**src/shared/slc_pkg.sv**
```systemverilog
package slc_pkg;

    // ****************************************
    // Clock and timing
    // ****************************************
    localparam int unsigned CLK_HZ          = 250_000_000;
    localparam int unsigned COMMIT_MS       = 3000;
    localparam longint unsigned COMMIT_CYC  =
        longint'(CLK_HZ) / 1000 * COMMIT_MS;
    localparam int unsigned BAUD_2400       = 2400;
    localparam int unsigned BAUD_9600       = 9600;
    localparam int unsigned BAUD_19200      = 19200;
    localparam int unsigned BAUD_38400      = 38400;
    localparam logic [16:0] DIV_2400  = 17'(CLK_HZ / BAUD_2400);
    localparam logic [16:0] DIV_9600  = 17'(CLK_HZ / BAUD_9600);
    localparam logic [16:0] DIV_19200 = 17'(CLK_HZ / BAUD_19200);
    localparam logic [16:0] DIV_38400 = 17'(CLK_HZ / BAUD_38400);

    // ****************************************
    // Register map (APB byte addresses)
    // ****************************************
    localparam logic [7:0] ADDR_SWITCH   = 8'h00;
    localparam logic [7:0] ADDR_STATUS   = 8'h04;
    localparam logic [7:0] ADDR_CONTROL  = 8'h08;
    localparam logic [7:0] ADDR_TXDATA   = 8'h0C;
    localparam logic [7:0] ADDR_PEND     = 8'h10;
    localparam logic [7:0] ADDR_ACTIVE   = 8'h14;
    localparam logic [7:0] ADDR_ADDRESS  = 8'h18;

    // CONTROL bits
    localparam int CTL_SETUP = 0;
    localparam int CTL_CLOSE = 1;
    localparam int CTL_SAVE_DONE = 2;

    // ****************************************
    // Stored settings word layout
    // ****************************************
    localparam int SET_W = 16;
    // Bit 0 ref used, 2:1 mode, 4:3 comparator set minus one,
    // 5 hold function, 6 high-speed trigger, 8:7 format-1,
    // 9 inch units, 10 non-space separator
    localparam logic [SET_W-1:0] SET_FACTORY = 16'h0100;

    // ****************************************
    // Types
    // ****************************************
    typedef enum logic [1:0] {
        SLC_PAR_NONE,
        SLC_PAR_EVEN,
        SLC_PAR_ODD
    } slc_parity_t;

    typedef enum logic [2:0] {
        SLC_RES_NONE,
        SLC_RES_0P1,
        SLC_RES_0P5,
        SLC_RES_1,
        SLC_RES_5,
        SLC_RES_10
    } slc_res_t;

    typedef struct packed {
        logic        speed_select_low;
        logic        speed_select_high;
        logic        char_length_select;
        logic        stop_length_select;
        logic        parity_enable_select;
        logic        parity_odd_select;
        logic        line_end_select;
        logic        link_role_select;
        logic [3:0]  unit_addr;
        logic [3:0]  chan_addr;
        logic        polarity_up;
        logic [2:0]  res_select;
    } slc_switch_t;

    typedef struct packed {
        logic [16:0] baud_div;
        logic        seven_bits;
        logic        two_stops;
        slc_parity_t parity;
        logic        cr_only;
        logic        link_master;
        logic [3:0]  unit_addr;
        logic [3:0]  chan_addr;
        logic        count_up;
        slc_res_t    resolution;
    } slc_cfg_t;

    typedef struct packed {
        logic        psel;
        logic        penable;
        logic        pwrite;
        logic [7:0]  paddr;
        logic [31:0] pwdata;
    } slc_apb_req_t;

endpackage

```
**src/rtl/slc_nvm.sv**
```systemverilog
`timescale 1ns/1ps
module slc_nvm
    import slc_pkg::*;
#(
    parameter int W = SET_W
) (
    input  wire logic         core_clk,
    input  wire logic         rst,
    input  wire logic         wr_en,
    input  wire logic [W-1:0] wr_data,
    output logic      [W-1:0] rd_data
);
    // Stored word survives reset; only the first power-up after
    // programming sees the factory value.
    logic [W-1:0] cell_q = W'(SET_FACTORY);

    always_ff @(posedge core_clk) begin
        // No store write while held in reset
        if (wr_en && !rst) begin
            cell_q <= wr_data;
        end
        rd_data <= cell_q;
    end
endmodule

```
**src/rtl/slc_top.sv**
```systemverilog
`timescale 1ns/1ps
// Overview of operation
// - Speed switches select 2400/9600/19200/38400 baud
// - Char length switch: off 8, on 7
// - Stop switch: off one, on two
// - Parity: none, even, or odd
// - Line end: CR LF, or CR alone
// - RTS/CTS handshake paces transfers
// - Act only on own unit address
// - Channel address zero to fifteen, unique
// - Polarity switch on counts up push-in
// - Three resolution switches select step
// - Setup changes pending until close command
// - Committed settings kept in non-volatile store
// - Save finishes within about three seconds
// - Factory: no ref, current, preset zero
// - Factory: start, low speed, format 3, mm
// - Asterisk address matches every unit/channel
module slc_top
    import slc_pkg::*;
#(
    parameter longint unsigned COMMIT_CYCLES = COMMIT_CYC
) (
    input  wire logic        core_clk,
    input  wire logic        rst,
    input  wire slc_switch_t sw,
    input  wire logic        psel,
    input  wire logic        penable,
    input  wire logic        pwrite,
    input  wire logic [7:0]  paddr,
    input  wire logic [31:0] pwdata,
    output logic             pready,
    output logic      [31:0] prdata,
    output logic             pslverr,
    input  wire logic        cts_n,
    output logic             rts_n,
    output logic             txd,
    output slc_cfg_t         cfg,
    output logic [SET_W-1:0] settings,
    output logic             saving
);

    // ****************************************
    // State
    // ****************************************
    typedef enum logic [1:0] {
        TX_IDLE,
        TX_SHIFT
    } slc_tx_st_t;

    typedef struct packed {
        logic             sampled;
        slc_cfg_t         cfg;
        logic             in_setup;
        logic [SET_W-1:0] pend;
        logic [SET_W-1:0] active;
        logic             saving;
        logic [31:0]      save_cnt;
        logic             nvm_wr;
        logic [1:0]       load_cnt;
        slc_tx_st_t       tx_st;
        logic [11:0]      tx_sh;
        logic [3:0]       tx_left;
        logic [16:0]      baud_cnt;
        logic             txd;
        logic             rts_n;
        logic             tx_busy;
        logic             pready;
        logic [31:0]      prdata;
        logic             pslverr;
    } slc_state_t;

    slc_state_t       s_q;
    slc_state_t       s_d;
    logic [SET_W-1:0] nvm_rd;
    slc_cfg_t         dec;

    slc_nvm u_nvm (
        .core_clk (core_clk),
        .rst      (rst),
        .wr_en    (s_q.nvm_wr),
        .wr_data  (s_q.active),
        .rd_data  (nvm_rd)
    );

    // ****************************************
    // Switch decode
    // ****************************************
    always_comb begin
        unique case ({sw.speed_select_high, sw.speed_select_low})
            2'b00:   dec.baud_div = DIV_2400;
            2'b01:   dec.baud_div = DIV_9600;
            2'b10:   dec.baud_div = DIV_19200;
            default: dec.baud_div = DIV_38400;
        endcase
        dec.seven_bits = sw.char_length_select;
        dec.two_stops  = sw.stop_length_select;
        if (!sw.parity_enable_select) begin
            dec.parity = SLC_PAR_NONE;
        end else if (sw.parity_odd_select) begin
            dec.parity = SLC_PAR_ODD;
        end else begin
            dec.parity = SLC_PAR_EVEN;
        end
        dec.cr_only     = sw.line_end_select;
        dec.link_master = sw.link_role_select;
        dec.unit_addr   = sw.unit_addr;
        dec.chan_addr   = sw.chan_addr;
        dec.count_up    = sw.polarity_up;
        case (sw.res_select)
            3'b001:  dec.resolution = SLC_RES_0P1;
            3'b010:  dec.resolution = SLC_RES_0P5;
            3'b011:  dec.resolution = SLC_RES_1;
            3'b100:  dec.resolution = SLC_RES_5;
            3'b101:  dec.resolution = SLC_RES_10;
            default: dec.resolution = SLC_RES_NONE;
        endcase
    end

    // ****************************************
    // Next state
    // ****************************************
    logic        wr_acc;
    logic        rd_acc;
    logic        par_bit;
    logic [11:0] frame;
    logic [3:0]  nbits;
    logic [7:0]  unit_chr;
    logic [7:0]  chan_chr;

    always_comb begin
        s_d     = s_q;
        unit_chr = (s_q.cfg.unit_addr < 4'hA) ? 8'h30 + 8'(s_q.cfg.unit_addr)
                                              : 8'h37 + 8'(s_q.cfg.unit_addr);
        chan_chr = (s_q.cfg.chan_addr < 4'hA) ? 8'h30 + 8'(s_q.cfg.chan_addr)
                                              : 8'h37 + 8'(s_q.cfg.chan_addr);
        wr_acc  = psel && penable && pwrite;
        rd_acc  = psel && penable && !pwrite;
        par_bit = 1'b0;
        frame   = 12'hFFF;
        nbits   = 4'h0;
        s_d.nvm_wr  = 1'b0;
        s_d.pready  = 1'b0;
        s_d.pslverr = 1'b0;

        // Latch once so a bumped switch cannot upset a live link
        if (!s_q.sampled) begin
            s_d.sampled = 1'b1;
            s_d.cfg     = dec;
        end

        // Store needs two edges to present its word
        if (s_q.load_cnt != 2'h2) begin
            s_d.load_cnt = s_q.load_cnt + 2'h1;
            s_d.active   = nvm_rd;
            s_d.pend     = nvm_rd;
        end

        if (s_q.saving) begin
            if (s_q.save_cnt == 32'(COMMIT_CYCLES - 1)) begin
                s_d.saving = 1'b0;
            end else begin
                s_d.save_cnt = s_q.save_cnt + 32'h1;
            end
        end

        // One-wait-state APB; writes during setup only touch pending copy
        if (psel && penable && !s_q.pready) begin
            s_d.pready = 1'b1;
            s_d.prdata = 32'h0;
            case (paddr)
                ADDR_SWITCH: begin
                    if (rd_acc) begin
                        s_d.prdata = 32'(sw);
                    end
                end
                ADDR_STATUS: begin
                    if (rd_acc) begin
                        s_d.prdata = {27'h0, s_q.tx_busy, s_q.rts_n,
                                      s_q.saving, s_q.in_setup,
                                      s_q.sampled};
                    end
                end
                ADDR_CONTROL: begin
                    if (wr_acc && pwdata[CTL_SETUP] && !s_q.saving) begin
                        s_d.in_setup = 1'b1;
                        s_d.pend     = s_q.active;
                    end
                    if (wr_acc && pwdata[CTL_CLOSE] && s_q.in_setup) begin
                        s_d.in_setup = 1'b0;
                        s_d.active   = s_q.pend;
                        s_d.nvm_wr   = 1'b1;
                        s_d.saving   = 1'b1;
                        s_d.save_cnt = 32'h0;
                    end
                end
                ADDR_TXDATA: begin
                    if (wr_acc && !s_q.tx_busy) begin
                        if (s_q.cfg.seven_bits) begin
                            par_bit = ^pwdata[6:0];
                            nbits   = 4'd9;
                            frame   = {4'hF, par_bit, pwdata[6:0]};
                        end else begin
                            par_bit = ^pwdata[7:0];
                            nbits   = 4'd10;
                            frame   = {3'h7, par_bit, pwdata[7:0]};
                        end
                        if (s_q.cfg.parity == SLC_PAR_NONE) begin
                            frame[nbits-4'd2] = 1'b1;
                            nbits = nbits - 4'd1;
                        end else if (s_q.cfg.parity == SLC_PAR_ODD) begin
                            frame[nbits-4'd2] = ~par_bit;
                        end
                        if (s_q.cfg.two_stops) begin
                            nbits = nbits + 4'd1;
                        end
                        s_d.tx_sh   = frame;
                        s_d.tx_left = nbits;
                        s_d.tx_busy = 1'b1;
                        s_d.rts_n   = 1'b0;
                    end else if (wr_acc) begin
                        s_d.pslverr = 1'b1;
                    end
                end
                ADDR_PEND: begin
                    if (wr_acc && s_q.in_setup) begin
                        s_d.pend = pwdata[SET_W-1:0];
                    end
                    s_d.prdata = 32'(s_q.pend);
                end
                ADDR_ACTIVE: begin
                    s_d.prdata = 32'(s_q.active);
                end
                ADDR_ADDRESS: begin
                    // Match flags for the unit (7:0) and channel (15:8) address bytes in pwdata
                    s_d.prdata = {30'h0,
                        (pwdata[15:8] == 8'h2A) ||
                        (pwdata[15:8] == chan_chr),
                        (pwdata[7:0] == 8'h2A) ||
                        (pwdata[7:0] == unit_chr)};
                end
                default: begin
                    s_d.pslverr = 1'b1;
                end
            endcase
        end

        // Transmitter waits for clear-to-send before start bit
        case (s_q.tx_st)
            TX_IDLE: begin
                s_d.txd = 1'b1;
                if (s_q.tx_busy && !cts_n) begin
                    s_d.tx_st    = TX_SHIFT;
                    s_d.txd      = 1'b0;
                    s_d.baud_cnt = s_q.cfg.baud_div - 17'h1;
                end
            end
            TX_SHIFT: begin
                if (s_q.baud_cnt != 17'h0) begin
                    s_d.baud_cnt = s_q.baud_cnt - 17'h1;
                end else if (s_q.tx_left == 4'h0) begin
                    s_d.tx_st   = TX_IDLE;
                    s_d.tx_busy = 1'b0;
                    s_d.rts_n   = 1'b1;
                    s_d.txd     = 1'b1;
                end else begin
                    s_d.txd      = s_q.tx_sh[0];
                    s_d.tx_sh    = {1'b1, s_q.tx_sh[11:1]};
                    s_d.tx_left  = s_q.tx_left - 4'h1;
                    s_d.baud_cnt = s_q.cfg.baud_div - 17'h1;
                end
            end
            default: begin
                s_d.tx_st = TX_IDLE;
            end
        endcase
    end

    always_ff @(posedge core_clk) begin
        if (rst) begin
            s_q         <= '0;
            s_q.active  <= SET_FACTORY;
            s_q.pend    <= SET_FACTORY;
            s_q.txd     <= 1'b1;
            s_q.rts_n   <= 1'b1;
        end else begin
            s_q <= s_d;
        end
    end

    assign pready   = s_q.pready;
    assign prdata   = s_q.prdata;
    assign pslverr  = s_q.pslverr;
    assign rts_n    = s_q.rts_n;
    assign txd      = s_q.txd;
    assign cfg      = s_q.cfg;
    assign settings = s_q.active;
    assign saving   = s_q.saving;
endmodule

```
**config.mk**
```make
export PLATFORM = sky130hd
export DESIGN_NAME = slc_top
export DESIGN_NICKNAME = d
export VERILOG_FILES = /design/src/shared/slc_pkg.sv /design/src/rtl/slc_nvm.sv /design/src/rtl/slc_top.sv
export SDC_FILE = /design/constraint.sdc
export NUM_CORES = 1
export LEC_CHECK = 0
export BUFFER_PORTS_ARGS = -buffer_cell sky130_fd_sc_hd__buf_2
export CORE_MARGIN = 10
export CORE_UTILIZATION = 38
export DETAILED_ROUTE_END_ITERATION = 7
export GPL_TIMING_DRIVEN = 0
export PLACE_DENSITY = 0.61
export SYNTH_ARGS = -nofsm -noshare
export SYNTH_HDL_FRONTEND = slang
export SYNTH_HIERARCHICAL = 1
export SYNTH_SLANG_ARGS = --single-unit
export TNS_END_PERCENT = 5
```
**constraint.sdc**
```tcl
create_clock -name core_clk -period 6.1 [get_ports core_clk]
set_input_delay 0.915 -clock core_clk [delete_from_list [all_inputs] [get_ports core_clk]]
set_output_delay 0.915 -clock core_clk [all_outputs]
set_load 0.005 [all_outputs]
```
==> metrics <==
hold path endpoint=u_nvm/rd_data[2]; Setup Viol. Count Final=0; RSZ-0062 raised after global routing=no; register area share after synthesis=between 40 and 50%; worst hold start=u_nvm/cell_q[2]; CTS tree=built; dominant synthesized flop cell=dfxtp_1; Switching Fraction=30.24%; max_cap viols=0; Syn. warnings=6; grt total ovfl=0; Comb pwr share=16.4%; crit path DAT=3.57 ns; critical path endpoint category=register; number of vias per cell=5.282; global-route usage over all layers=17.79%; routed wire length=29,920 µm; Worst Tran Pin Value=1.012 ns; final net count=1,449; share of cells above drive strength 1=approximately 20%; post-cts sizing count=0; clock share of power=38.0%; Non-Filler Instances=1,711; Post-CTS Hold Buffers=0; pin count of the biggest net entering global routing=20; relative slew slack=32.55%; clk_lat worst skew=0.44 ns; Sink Count=191; Crit Path Max Fanout=10; # fillers=about 2,600; Switch Pwr=approximately 0.92 mW; worst-path cell chain=buf_2 -> or4_4 -> nor3_1 -> nand2_1 -> nor3_1 -> buf_2 -> o211ai_1 -> nand3_1; die span in x=181.8 µm; DR iter-0 viols=811; Starting Density=between 30% and 40%; status=finished, final reports clean; PnR worst setup slack=2.900 ns; CTS root buffer=clkbuf_16; Area after DPL=11,030 µm²; antenna violations before repair=1; Peak Freq=0.3125 GHz; reg-to-reg setup timing slack=around 3.2 ns; FF+latch count, synth=191; Die Y=181.8 µm; DP HPWL=around 23,000 µm; critical path's top delay family=simple AND/OR/NAND/NOR gates; P_leak=4.900 nW; period utilization=52.45%; Hold/Removal Path Class=register to register; routed len/inst=~17 µm; r2r endpoint=s_q[51]; Post-synth EDFFs=16; Clock Tree Buf Depth=2; CP max-delay cell=nor3_1; via count=9,037; # H-tree levels=4; Slew Limit Fails=0; syn_area_per_cell=approximately 8.2 µm²; startpoint types=input port; row count=59; CTS buffer count=17; die area=33,050 µm²; Boundary Pins=154; synth-to-layout area growth=16.90%; CTS clock-pin slew for the worst setup and hold paths=0.07 ns; Setup Skew=0.01283 ns; synth unique cells=68; crit path time final=3.200 ns; worst vdd ir=0.2055 mV; mapped cell area=9950 µm²; drt pass-1 iters=5; CP max stage delay=0.67 ns; setup_tns=0 ns; first-pass GRT wire length=47,910 µm; Antenna Nets Post-Route=0; worst r2r src=s_q[37]; cells after synthesis=1,208; dpl ws=2.557 ns; R2R depth=9; WP buf/inv=2; gpl congestion=roughly 0.93; Worst Setup Path Type=input port to register; total design power=3.035 mW; number of remaining DRC errors=0; Power Dens Cells=260.9 nW/µm²; final hold vios=0; CP Data Required Time=6.47 ns; Min Hold Slack=0.3400 ns; Int Pwr=2.117 mW; Port Buffers=around 120; Core ar.=between 20,000 and 30,000 µm²; postcts setup bufs=0; vias in the first global route=roughly 8,700; post-route cell area=11,630 µm²; Final Core Density=44.89%; asr flop ratio synth=0%; Cells after DPL=between 1,500 and 2,000; Hold Path Depth=0; Sequential Power Share=45.6%
final cells by class:
cell class                      instances  area (µm²)  area share [%]
Multi-Input combinational cell        840        4945           42.51
Buffer                                146       904.6           7.778
Clock buffer                           17       425.4           3.657
Sequential cell                       191        3984           34.25
Tap cell                              335       419.2           3.604
Antenna cell                            1       2.502         0.02151
Timing Repair Buffer                  124       620.6           5.336
Inverter                               42       157.7           1.355
Clock inverter                         15       172.7           1.485
layout by cell type, fill, tap and decap left out, types with 16 or more instances in the layout:
cell type,count
dfxtp_1,175
nor2_1,140
buf_2,133
nand2_1,124
buf_4,83
a21oi_1,80
o21ai_0,70
clkbuf_1,46
inv_1,42
a22oi_1,37
nand3_1,36
nor3_1,33
mux2i_1,26
nor2b_1,26
xnor2_1,25
nand2b_1,24
xor2_1,22
ha_1,21
clkbuf_16,17
o211ai_1,16
edfxtp_1,16
cell usage after synthesis, types with 24 or more instances:
master,n,area (µm²)
dfxtp_1,175,3503
nor2_1,140,525.5
nand2_1,124,465.5
buf_4,83,623.1
a21oi_1,80,400.4
o21ai_0,70,350.3
clkbuf_1,46,172.7
inv_1,42,157.7
a22oi_1,37,277.8
nand3_1,36,180.2
nor3_1,33,165.2
mux2i_1,26,260.3
nor2b_1,26,162.7
xnor2_1,25,219.0
nand2b_1,24,150.1
metal layers:
| layer | track usage [%] | vias to the layer above | wire length (µm) |
|---|---|---|---|
| met1 | 24.00 | 4294 | 14370 |
| li1 | - | 4420 | - |
| met5 | 0 | - | 0 |
| met2 | 27.02 | 292 | 12970 |
| met4 | 5.857 | 0 | 575 |
| met3 | 4.533 | 31 | 2002 |
flip-flops by register name (all words and copies together) (netlist names):
| signal | flops |
|---|---|
| txd | 1 |
| settings | 16 |
| s_q | 88 |
| u_nvm/rd_data | 16 |
| saving | 1 |
| u_nvm/cell_q | 16 |
| pready | 1 |
| pslverr | 1 |
| cfg | 30 |
| prdata | 20 |
| rts_n | 1 |
how the worst max path moves through the flow:
stage	from	end	slack, ns	depth (start not counted)
floorplan	paddr[0]	s_q[64]	3.15	9
global placement	paddr[0]	s_q[137]	2.50	8
detailed placement	paddr[0]	s_q[131]	2.56	8
CTS	paddr[0]	s_q[131]	3.03	8
global route	s_q[37]	s_q[62]	2.79	7
finish	paddr[0]	s_q[131]	2.90	8
power by group through the flow:
stage	combinational [mW]	clock (mW)	sequential, mW
3_3_place_gp	0.487	0	1.41
5_1_grt	0.557	1.22	1.39
4_1_cts	0.496	1.18	1.38
6_report	0.498	1.15	1.38
3_5_place_dp	0.493	0	1.41
2_1_floorplan	0.340	0	1.39
kinds of logic (layout without fill, tap and decap cells):
| kind of cell | after synthesis | count (layout) | synth area share (%) |
|---|---|---|---|
| multiplexers | 31 | 31 | 3.182 |
| buffers and inverters | 188 | 344 | 10.68 |
| AND/OR/NAND/NOR | 453 | 453 | 21.68 |
| AO/OA/AOI/OAI | 275 | 275 | 17.38 |
| adder cells (fa/ha/maj) | 21 | 21 | 2.641 |
| flip-flops | 191 | 191 | 40.04 |
| XOR/XNOR | 48 | 48 | 4.364 |
| other | 1 | 13 | 0.03769 |
worst reg2reg max path: cells and delay by family (launching register included):
family	cells	cell delay [ns]
fa+ha+maj	1	0.18
compound gates	3	0.74
flops	1	0.36
simple gates	2	0.79
buf+inv	3	0.81
Note: power is estimated with default switching activity, not from simulation.
